$ cat config.mk
export PLATFORM = sky130hd
export DESIGN_NAME = hptc_ctrl
export DESIGN_NICKNAME = d
export VERILOG_FILES = /design/src/rtl/hptc_pkg.sv /design/src/rtl/hptc_trig_if.sv /design/src/rtl/hptc_ctrl.sv /design/src/rtl/hptc_trig_detect.sv
export VERILOG_INCLUDE_DIRS = /design/src /design/src/rtl
export SDC_FILE = /design/constraint.sdc
export NUM_CORES = 1
export LEC_CHECK = 0
export BUFFER_PORTS_ARGS = -buffer_cell sky130_fd_sc_hd__buf_2
export CORE_MARGIN = 2
export CORE_UTILIZATION = 45
export CTS_CLUSTER_DIAMETER = 40
export DETAILED_ROUTE_END_ITERATION = 10
export PLACE_DENSITY = 0.72
export SETUP_SLACK_MARGIN = 0.4
export SLEW_MARGIN = 20
export SYNTH_ARGS = -nofsm -noshare
export SYNTH_HDL_FRONTEND = slang
export SYNTH_SLANG_ARGS = --single-unit
$ cat constraint.sdc
create_clock -name i_clk_sys -period 4.85 [get_ports i_clk_sys]
set_clock_uncertainty 0.1 [all_clocks]
set_input_delay 0.97 -clock i_clk_sys [delete_from_list [all_inputs] [get_ports i_clk_sys]]
set_output_delay 0.97 -clock i_clk_sys [all_outputs]
set_load 0.01 [all_outputs]
$ cat src/rtl/hptc_regs.svh
// timing counts and reset values for the playback trigger control block
`ifndef HPTC_REGS_SVH
`define HPTC_REGS_SVH
`define HPTC_CLK_HZ 200000000
`define HPTC_WAKE_US 750
`define HPTC_WAKE_CYC ((`HPTC_CLK_HZ / 1000000) * `HPTC_WAKE_US)
`define HPTC_PWM_OUT_HZ 187500
`define HPTC_PWM_CYC (`HPTC_CLK_HZ / `HPTC_PWM_OUT_HZ)
`define HPTC_FREQ_MIN_HZ 25
`define HPTC_FREQ_MAX_HZ 1000
`define HPTC_LPF_SHIFT 4
`define HPTC_LVL_RST 8'h00
`endif

$ cat src/rtl/hptc_pkg.sv
// types for the playback trigger control block
package hptc_pkg;
  typedef enum logic [1:0] {
    HPTC_EDGE_RISE,
    HPTC_EDGE_FALL,
    HPTC_EDGE_BOTH
  } hptc_edge_t;
  typedef enum logic [1:0] {
    HPTC_SRC_REG,
    HPTC_SRC_PWM,
    HPTC_SRC_MEM
  } hptc_src_t;
  typedef enum logic [1:0] {
    HPTC_WAVE_SQUARE,
    HPTC_WAVE_SINE,
    HPTC_WAVE_CUSTOM
  } hptc_wave_t;
endpackage

$ cat src/rtl/hptc_trig_if.sv
// trigger events passed from the pin conditioner to the controller
`timescale 1ns/1ps
interface hptc_trig_if #(parameter int N = 3);
  logic [N-1:0] event_p;
  logic [N-1:0] odd;
  modport src (output event_p, output odd);
  modport dst (input event_p, input odd);
endinterface

$ cat src/rtl/hptc_ctrl.sv
// playback trigger, source selection and power-state control
`timescale 1ns/1ps
`include "hptc_regs.svh"
// Notes on behaviour
// - each trigger pin fires on rising, falling or both edges
// - a pin maps to one or two sequences; odd events first, even second
// - three trigger pins start up to six sequences from idle
// - wake on trigger or host play request; drive starts after 0.75 ms
// - host port works in every state; settings kept while powered
// - supply enable low resets all logic and clears settings
// - drive level follows register, input pwm or memory source
// - in register streaming, host writes the drive level directly
// - input pwm is low-pass filtered into the envelope level
// - output bridge switches differentially at 187.5 kHz
// - drive frequency settable from 25 Hz to 1000 Hz with amplitude
// - wave shape square, sine or custom
// - resonance tracking switchable; off means open loop at set frequency
// - overdrive and braking for rotating mass, or resonant with tracking
// - actuator type chosen by configuration
// - any fault ends drive and returns straight to idle
// - after playback ends, return to idle keeping state
module hptc_ctrl
  import hptc_pkg::*;
#(
  parameter int N_TRIG = 3,
  parameter int SEQ_W = 4,
  parameter int LVL_W = 8,
  parameter int WAKE_CYC = `HPTC_WAKE_CYC
) (
  input wire logic i_clk_sys,
  input wire logic i_rst_b,
  input wire logic i_io_supply_enable_pin,
  input wire logic [N_TRIG-1:0] i_trigger_input_pin,
  input wire hptc_edge_t i_edge_sel [N_TRIG],
  input wire logic [N_TRIG-1:0] i_two_seq,
  input wire logic [SEQ_W-1:0] i_seq_first [N_TRIG],
  input wire logic [SEQ_W-1:0] i_seq_second [N_TRIG],
  input wire logic i_host_access,
  input wire logic i_host_play,
  input wire hptc_src_t i_src_sel,
  input wire logic [LVL_W-1:0] i_override_level,
  input wire logic i_pwm_in,
  input wire logic [LVL_W-1:0] i_mem_level,
  input wire logic i_mem_done,
  input wire logic [9:0] i_freq_hz,
  input wire hptc_wave_t i_wave_sel,
  input wire logic i_track_en,
  input wire logic i_accel_en,
  input wire logic i_brake_en,
  input wire logic i_rotating_mass_actuator,
  input wire logic i_fault,
  output logic o_drive_active,
  output logic o_idle,
  output logic [SEQ_W-1:0] o_seq_id,
  output logic o_seq_start,
  output logic [LVL_W-1:0] o_drive_level,
  output logic o_out_p,
  output logic o_out_n,
  output logic [9:0] o_drive_freq_hz,
  output hptc_wave_t o_wave,
  output logic o_closed_loop,
  output logic o_accel_on,
  output logic o_brake_on
);
  typedef enum logic [1:0] {
    HPTC_ST_IDLE,
    HPTC_ST_WAKE,
    HPTC_ST_DRIVE
  } hptc_state_t;

  localparam int PWM_CYC = `HPTC_PWM_CYC;
  localparam int CNT_W = $clog2(WAKE_CYC + 1);
  localparam int PWM_W = $clog2(PWM_CYC + 1);
  localparam int ACC_W = LVL_W + `HPTC_LPF_SHIFT;

  logic en_s1_q, en_s2_q, en_s3_q, en_lvl_q;
  // supply enable low is a full reset of all state
  wire rst_b = i_rst_b && en_lvl_q;

  hptc_trig_if #(.N(N_TRIG)) trig ();

  hptc_trig_detect #(.N(N_TRIG)) u_trig (
    .i_clk_sys(i_clk_sys),
    .i_rst_b(rst_b),
    .i_trigger_input_pin(i_trigger_input_pin),
    .i_edge_sel(i_edge_sel),
    .trig(trig)
  );

  hptc_state_t st_q, st_d;
  logic [CNT_W-1:0] wake_cnt_q;
  logic [SEQ_W-1:0] seq_q, pend_seq_q;
  logic start_q;
  logic act_q, idle_q;
  logic [LVL_W-1:0] lvl_q;
  logic [PWM_W-1:0] pwm_cnt_q;
  logic outp_q, outn_q;
  logic [9:0] freq_q;
  hptc_wave_t wave_q;
  logic cl_q, acc_q, brk_q;
  logic pw_s1_q, pw_s2_q, pw_s3_q, pw_lvl_q;
  logic [ACC_W-1:0] lpf_q;

  // ----------------------------------------
  // sequence selection from trigger events
  // ----------------------------------------
  function automatic logic [SEQ_W-1:0] pick_seq(input logic [N_TRIG-1:0] ev,
                                                input logic [N_TRIG-1:0] odd);
    logic [SEQ_W-1:0] r;
    r = '0;
    for (int i = N_TRIG - 1; i >= 0; i--) begin
      if (ev[i]) begin
        r = (i_two_seq[i] && !odd[i]) ? i_seq_second[i] : i_seq_first[i];
      end
    end
    return r;
  endfunction

  wire any_trig = |trig.event_p;
  wire [SEQ_W-1:0] trig_seq = pick_seq(trig.event_p, trig.odd);
  wire wake_req = any_trig || i_host_play;
  wire wake_done = (wake_cnt_q == CNT_W'(WAKE_CYC - 1));
  wire play_end = (st_q == HPTC_ST_DRIVE) && (i_src_sel == HPTC_SRC_MEM) && i_mem_done;
  wire host_stop = (st_q == HPTC_ST_DRIVE) && (i_src_sel != HPTC_SRC_MEM) && !i_host_play;

  // ----------------------------------------
  // power state machine
  // ----------------------------------------
  always_comb begin
    st_d = st_q;
    unique case (st_q)
      HPTC_ST_IDLE: begin
        if (wake_req && !i_fault) begin
          st_d = HPTC_ST_WAKE;
        end
      end
      HPTC_ST_WAKE: begin
        if (i_fault) begin
          st_d = HPTC_ST_IDLE;
        end else if (wake_done) begin
          st_d = HPTC_ST_DRIVE;
        end
      end
      HPTC_ST_DRIVE: begin
        if (i_fault) begin
          st_d = HPTC_ST_IDLE;
        end else if (play_end || host_stop) begin
          st_d = HPTC_ST_IDLE;
        end
      end
    endcase
  end

  always_ff @(posedge i_clk_sys) begin
    en_s1_q <= i_io_supply_enable_pin;
    en_s2_q <= en_s1_q;
    en_s3_q <= en_s2_q;
    // level moves only once flops two and three agree
    if (en_s2_q == en_s3_q) begin
      en_lvl_q <= en_s2_q;
    end
  end

  always_ff @(posedge i_clk_sys) begin
    if (!rst_b) begin
      st_q <= HPTC_ST_IDLE;
      wake_cnt_q <= '0;
      pend_seq_q <= '0;
      seq_q <= '0;
      start_q <= 1'b0;
      act_q <= 1'b0;
      idle_q <= 1'b1;
    end else begin
      st_q <= st_d;
      wake_cnt_q <= (st_q == HPTC_ST_WAKE) ? wake_cnt_q + 1'b1 : '0;
      if (st_q == HPTC_ST_IDLE && any_trig) begin
        pend_seq_q <= trig_seq;
      end
      start_q <= (st_q == HPTC_ST_WAKE) && (st_d == HPTC_ST_DRIVE);
      if ((st_q == HPTC_ST_WAKE) && (st_d == HPTC_ST_DRIVE)) begin
        seq_q <= pend_seq_q;
      end
      act_q <= (st_d == HPTC_ST_DRIVE);
      idle_q <= (st_d == HPTC_ST_IDLE);
    end
  end

  // ----------------------------------------
  // input pwm low-pass filter
  // ----------------------------------------
  wire pw_agree = (pw_s2_q == pw_s3_q);
  wire [ACC_W-1:0] pw_in = pw_lvl_q ? {{`HPTC_LPF_SHIFT{1'b0}}, {LVL_W{1'b1}}} : '0;
  wire [ACC_W-1:0] lpf_d = lpf_q - (lpf_q >> `HPTC_LPF_SHIFT) + pw_in;

  always_ff @(posedge i_clk_sys) begin
    if (!rst_b) begin
      pw_s1_q <= 1'b0;
      pw_s2_q <= 1'b0;
      pw_s3_q <= 1'b0;
      pw_lvl_q <= 1'b0;
      lpf_q <= '0;
    end else begin
      pw_s1_q <= i_pwm_in;
      pw_s2_q <= pw_s1_q;
      pw_s3_q <= pw_s2_q;
      if (pw_agree) begin
        pw_lvl_q <= pw_s2_q;
      end
      lpf_q <= lpf_d;
    end
  end

  // ----------------------------------------
  // level source and drive configuration
  // ----------------------------------------
  wire [LVL_W-1:0] pwm_lvl = lpf_q[ACC_W-1 -: LVL_W];
  wire [LVL_W-1:0] src_lvl = (i_src_sel == HPTC_SRC_REG) ? i_override_level :
                             (i_src_sel == HPTC_SRC_PWM) ? pwm_lvl : i_mem_level;
  wire [9:0] f_lo = 10'(`HPTC_FREQ_MIN_HZ);
  wire [9:0] f_hi = 10'(`HPTC_FREQ_MAX_HZ);
  wire [9:0] f_clamp = (i_freq_hz < f_lo) ? f_lo : (i_freq_hz > f_hi) ? f_hi : i_freq_hz;
  wire lra_assist = !i_rotating_mass_actuator && i_track_en;
  wire assist_ok = i_rotating_mass_actuator || lra_assist;
  wire drv = (st_q == HPTC_ST_DRIVE);
  wire pwm_wrap = (pwm_cnt_q == PWM_W'(PWM_CYC - 1));
  wire [LVL_W-1:0] pwm_pos = pwm_cnt_q[PWM_W-1 -: LVL_W];
  wire on_phase = drv && (pwm_pos < lvl_q);

  always_ff @(posedge i_clk_sys) begin
    if (!rst_b) begin
      lvl_q <= `HPTC_LVL_RST;
      pwm_cnt_q <= '0;
      outp_q <= 1'b0;
      outn_q <= 1'b0;
      freq_q <= 10'(`HPTC_FREQ_MIN_HZ);
      wave_q <= HPTC_WAVE_SQUARE;
      cl_q <= 1'b0;
      acc_q <= 1'b0;
      brk_q <= 1'b0;
    end else begin
      lvl_q <= drv ? src_lvl : `HPTC_LVL_RST;
      pwm_cnt_q <= pwm_wrap ? '0 : pwm_cnt_q + 1'b1;
      outp_q <= on_phase;
      outn_q <= drv && !on_phase;
      freq_q <= i_track_en ? freq_q : f_clamp;
      wave_q <= i_wave_sel;
      cl_q <= i_track_en;
      acc_q <= drv && i_accel_en && assist_ok;
      brk_q <= drv && i_brake_en && assist_ok;
    end
  end

  // settings live in the host's registers outside; reset returns the registered copies here to 25 Hz, square wave, open loop
  assign o_drive_active = act_q;
  assign o_idle = idle_q;
  assign o_seq_id = seq_q;
  assign o_seq_start = start_q;
  assign o_drive_level = lvl_q;
  assign o_out_p = outp_q;
  assign o_out_n = outn_q;
  assign o_drive_freq_hz = freq_q;
  assign o_wave = wave_q;
  assign o_closed_loop = cl_q;
  assign o_accel_on = acc_q;
  assign o_brake_on = brk_q;
endmodule

$ cat src/rtl/hptc_trig_detect.sv
// trigger pin synchroniser, edge detector and odd/even event counter
`timescale 1ns/1ps
module hptc_trig_detect
  import hptc_pkg::*;
#(
  parameter int N = 3
) (
  input wire logic i_clk_sys,
  input wire logic i_rst_b,
  input wire logic [N-1:0] i_trigger_input_pin,
  input wire hptc_edge_t i_edge_sel [N],
  hptc_trig_if.src trig
);
  logic [N-1:0] s1_q, s2_q, s3_q;
  logic [N-1:0] lvl_q;
  logic [N-1:0] odd_q;
  logic [N-1:0] ev_q;

  // ----------------------------------------
  // per-pin conditioning
  // ----------------------------------------
  genvar g;
  generate
    for (g = 0; g < N; g++) begin : g_pin
      wire agree = (s2_q[g] == s3_q[g]);
      wire rise = agree && s2_q[g] && !lvl_q[g];
      wire fall = agree && !s2_q[g] && lvl_q[g];
      wire hit = ((i_edge_sel[g] == HPTC_EDGE_RISE) && rise) ||
                 ((i_edge_sel[g] == HPTC_EDGE_FALL) && fall) ||
                 ((i_edge_sel[g] == HPTC_EDGE_BOTH) && (rise || fall));
      always_ff @(posedge i_clk_sys) begin
        if (!i_rst_b) begin
          s1_q[g] <= 1'b0;
          s2_q[g] <= 1'b0;
          s3_q[g] <= 1'b0;
          lvl_q[g] <= 1'b0;
          ev_q[g] <= 1'b0;
          odd_q[g] <= 1'b0;
        end else begin
          s1_q[g] <= i_trigger_input_pin[g];
          s2_q[g] <= s1_q[g];
          s3_q[g] <= s2_q[g];
          if (agree) begin
            lvl_q[g] <= s2_q[g];
          end
          ev_q[g] <= hit;
          // odd events toggle to high, even events back to low
          if (hit) begin
            odd_q[g] <= !odd_q[g];
          end
        end
      end
    end
  endgenerate

  assign trig.event_p = ev_q;
  assign trig.odd = odd_q;
endmodule

==> metrics.cfg <==
[worst_setup_path]
cp_slowest_cell = fa_1
crit_start = pw_lvl_q
required_ps = 4970
reg2reg_slack_ps = 1800
cp-end-kind = flop
endpoint = lpf_q[10]
reg2reg_depth = 9
worst-setup-path-type = flop to flop
cp_data_arrival_time_ps = 3180
worstPathMaxFanout = 7
slowest_delay_ps = 610
startpoint_type = flop
r2r_start = pw_lvl_q
regToRegEndpoint = lpf_q[10]
crit_chain = inv_1, fa_1, inv_1, fa_1, a21oi_1, o2111ai_1, a211oi_1, or3_1, a21oi_1

[grt]
grt_pass1_vias = 4368
busiest_layer = met2
overflow = 0
antenna_found_initial = 1
grt_util_met1_pct = 24.1
grt_max_degree = 30
grt.total_usage_pct = 19.9
grt_use_met3_pct = 3.92
grt_use_met2_pct = 35.2
grt_pass1_wl_mm = 20.1

[placement]
place_ws_ps = 1860
dp_hpwl_mm = 9.21
io_buffers = 108
gp_congestion = 0.843

[layout]
layout_commonest_cell = buf_2
fillers = 1040
drive_gt1_share_pct = 20.5
fin_nets = 794
ff_latch_area_sq_um = 2110
multi_input_area_sq_um = 2840
final_cell_mix = buf_2 (108), dfxtp_1 (104), nor2_1 (80), inv_1 (48), a21oi_1 (35)
area_growth_pct = 18.1

[clock_network]
cts_setup_buffers = 0
cts_root_buffer = clkbuf_16
cts_htree_levels = 3
clkSinkCount = 105
cts_tree = built
cts_buffers = 9
cts_hold_buf = 0
clkTransAtPathRegs_ps = 70
ctsResizeCount = 0
insertion_delay_ps = 350
cts.path.max_buffers = 2

[synth]
synth-async-reset-ratio_pct = 0
synth_area_sq_um = 5190
synth_nets = 690
synthCells = 573
ys.flop_type = dfxtp_1
synth_cell_types = 62
seq_area_frac_synth_pct = 40.7
syn_area_per_cell_sq_um = 9.06
yosysWarnings = 0
synth.ff_latch_count = 105
synth-edff-count = 1

[sta]
max_freq_mhz = 327
timing_hold_violations_final = 0
setup_tns_ps = 0
timing.final.crit_share_pct = 63.0
worst_pin_slew_ps = 829
slew_headroom_pct = 44.7
finalMaxSlewViolations = 0
setup-violations-final = 0
grt_setup_unrepaired = no
min_period_ps = 3050
holdWs_ps = 230
fin_ws_ps = 1800

[floorplanning]
initial_core_util_pct = 45.9
die_h_microns = 111
ios = 110
die_x_microns = 111
dieArea_sq_um = 12400
rows = 39
placeableCoreArea_sq_um = 11300

[drt]
num_vias = 4391
routedWlPerCell_microns = 14.7
first_pass_iters = 5
drt_iter0_drc = 156
avgViaCountPerCell = 5.32
routed_wl_mm = 12.1
drc = 0
drtAntennaViolNets = 0

[worst_hold_path]
hold_start = en_s1_q
min_path_type = flop to flop

[run]
cap_viol_max_count = 0

[outcome]
status = complete, no violations

[power]
ir_worst_vdd_uv = 360
leakage_nw = 2.70
powerDensity_nw_per_um2 = 398

worst max-delay path, delay by kind of cell, from the launching register on:
| family | cells | cell delay, ps |
|---|---|---|
| adders and majority gates | 2 | 1070 |
| AOI/OAI and AO/OA | 4 | 900 |
| DFF | 1 | 370 |
| buffers and inverters | 2 | 310 |
| and+or+nand+nor | 1 | 170 |
sequential cells by signal, indices dropped and copies added (netlist names), 2 cells and up:
| register | cells |
|---|---|
| lpf_q | 12 |
| o_drive_freq_hz | 10 |
| o_drive_level | 8 |
| o_seq_id | 4 |
| o_wave | 2 |
| pend_seq_q | 4 |
| pwm_cnt_q | 11 |
| st_q | 2 |
| u_trig.lvl_q | 3 |
| u_trig.s1_q | 3 |
| u_trig.s2_q | 3 |
| u_trig.s3_q | 3 |
| u_trig.trig.event_p | 3 |
| u_trig.trig.odd | 3 |
| wake_cnt_q | 18 |
worst min path at each step:
stage               to  cells after the start
2_1_floorplan  en_s2_q                      0
3_3_place_gp   en_s2_q                      0
3_5_place_dp   en_s2_q                      0
4_1_cts        en_s2_q                      0
5_1_grt        en_s2_q                      0
6_report       en_s2_q                      0
cells in the mapped netlist, drive strengths merged (5+ instances only):
master,number,area [sq um]
a21o,5,37.5
a21oi,35,175
a22o,5,43.8
a31oi,9,68.8
and3,23,149
clkbuf,14,52.6
dfxtp,104,2080
fa,8,160
ha,31,388
inv,49,184
mux2i,25,250
nand2,33,126
nand2b,6,37.5
nand3,16,80.1
nand4,5,31.3
nor2,80,300
nor3,6,51.3
o211ai,5,37.5
o21ai,18,90.1
or3,6,37.5
xnor2,10,87.6
xor2,25,219
area by class of cell:
type | instances | area share, %
diodes | 1 | 0.0408
clock buffers | 10 | 3.73
clock inverters | 6 | 0.694
inverters | 49 | 3.00
multi-input cells | 403 | 46.2
flip-flops and latches | 105 | 34.4
well taps | 143 | 2.92
repair buffers | 109 | 8.94
power by group:
part,internal [mW],switching (mW)
clock,0.349,0.319
combinational,0.351,0.472
sequential,0.909,0.0417
metrics by stage:
stage               util [%]  std cells  instance area (sq um)  total power, mW
finish                  54.2        826                   6130             2.44
global route            54.1        825                   6130             2.58
CTS                     54.1        825                   6130             2.45
detailed placement      51.7        809                   5860             1.77
global placement        51.7        809                   5860             1.74
floorplan                  -        573                   5190             1.58
cell families (layout without fill, tap and decap cells):
kind of cell,Yosys count,after routing,synth area share (%)
buffers and inverters,65,174,4.75
adder cells (fa/ha/maj),39,39,10.6
AO/OA/AOI/OAI,99,99,12.4
other,0,1,0
XOR/XNOR,35,35,5.90
AND/OR/NAND/NOR,201,201,20.0
multiplexers,29,29,5.69
flip-flops,105,105,40.7
metal layers:
layer / part of all wire, % / wire length (microns) / up-vias
li1: - / - / 2196
met2: 50 / 6000 / 105
met1: 45 / 5420 / 2075
met5: 0 / 0 / -
met4: 1.3 / 160 / 0
met3: 4.5 / 541 / 15
(Power assumes the default switching activity.)
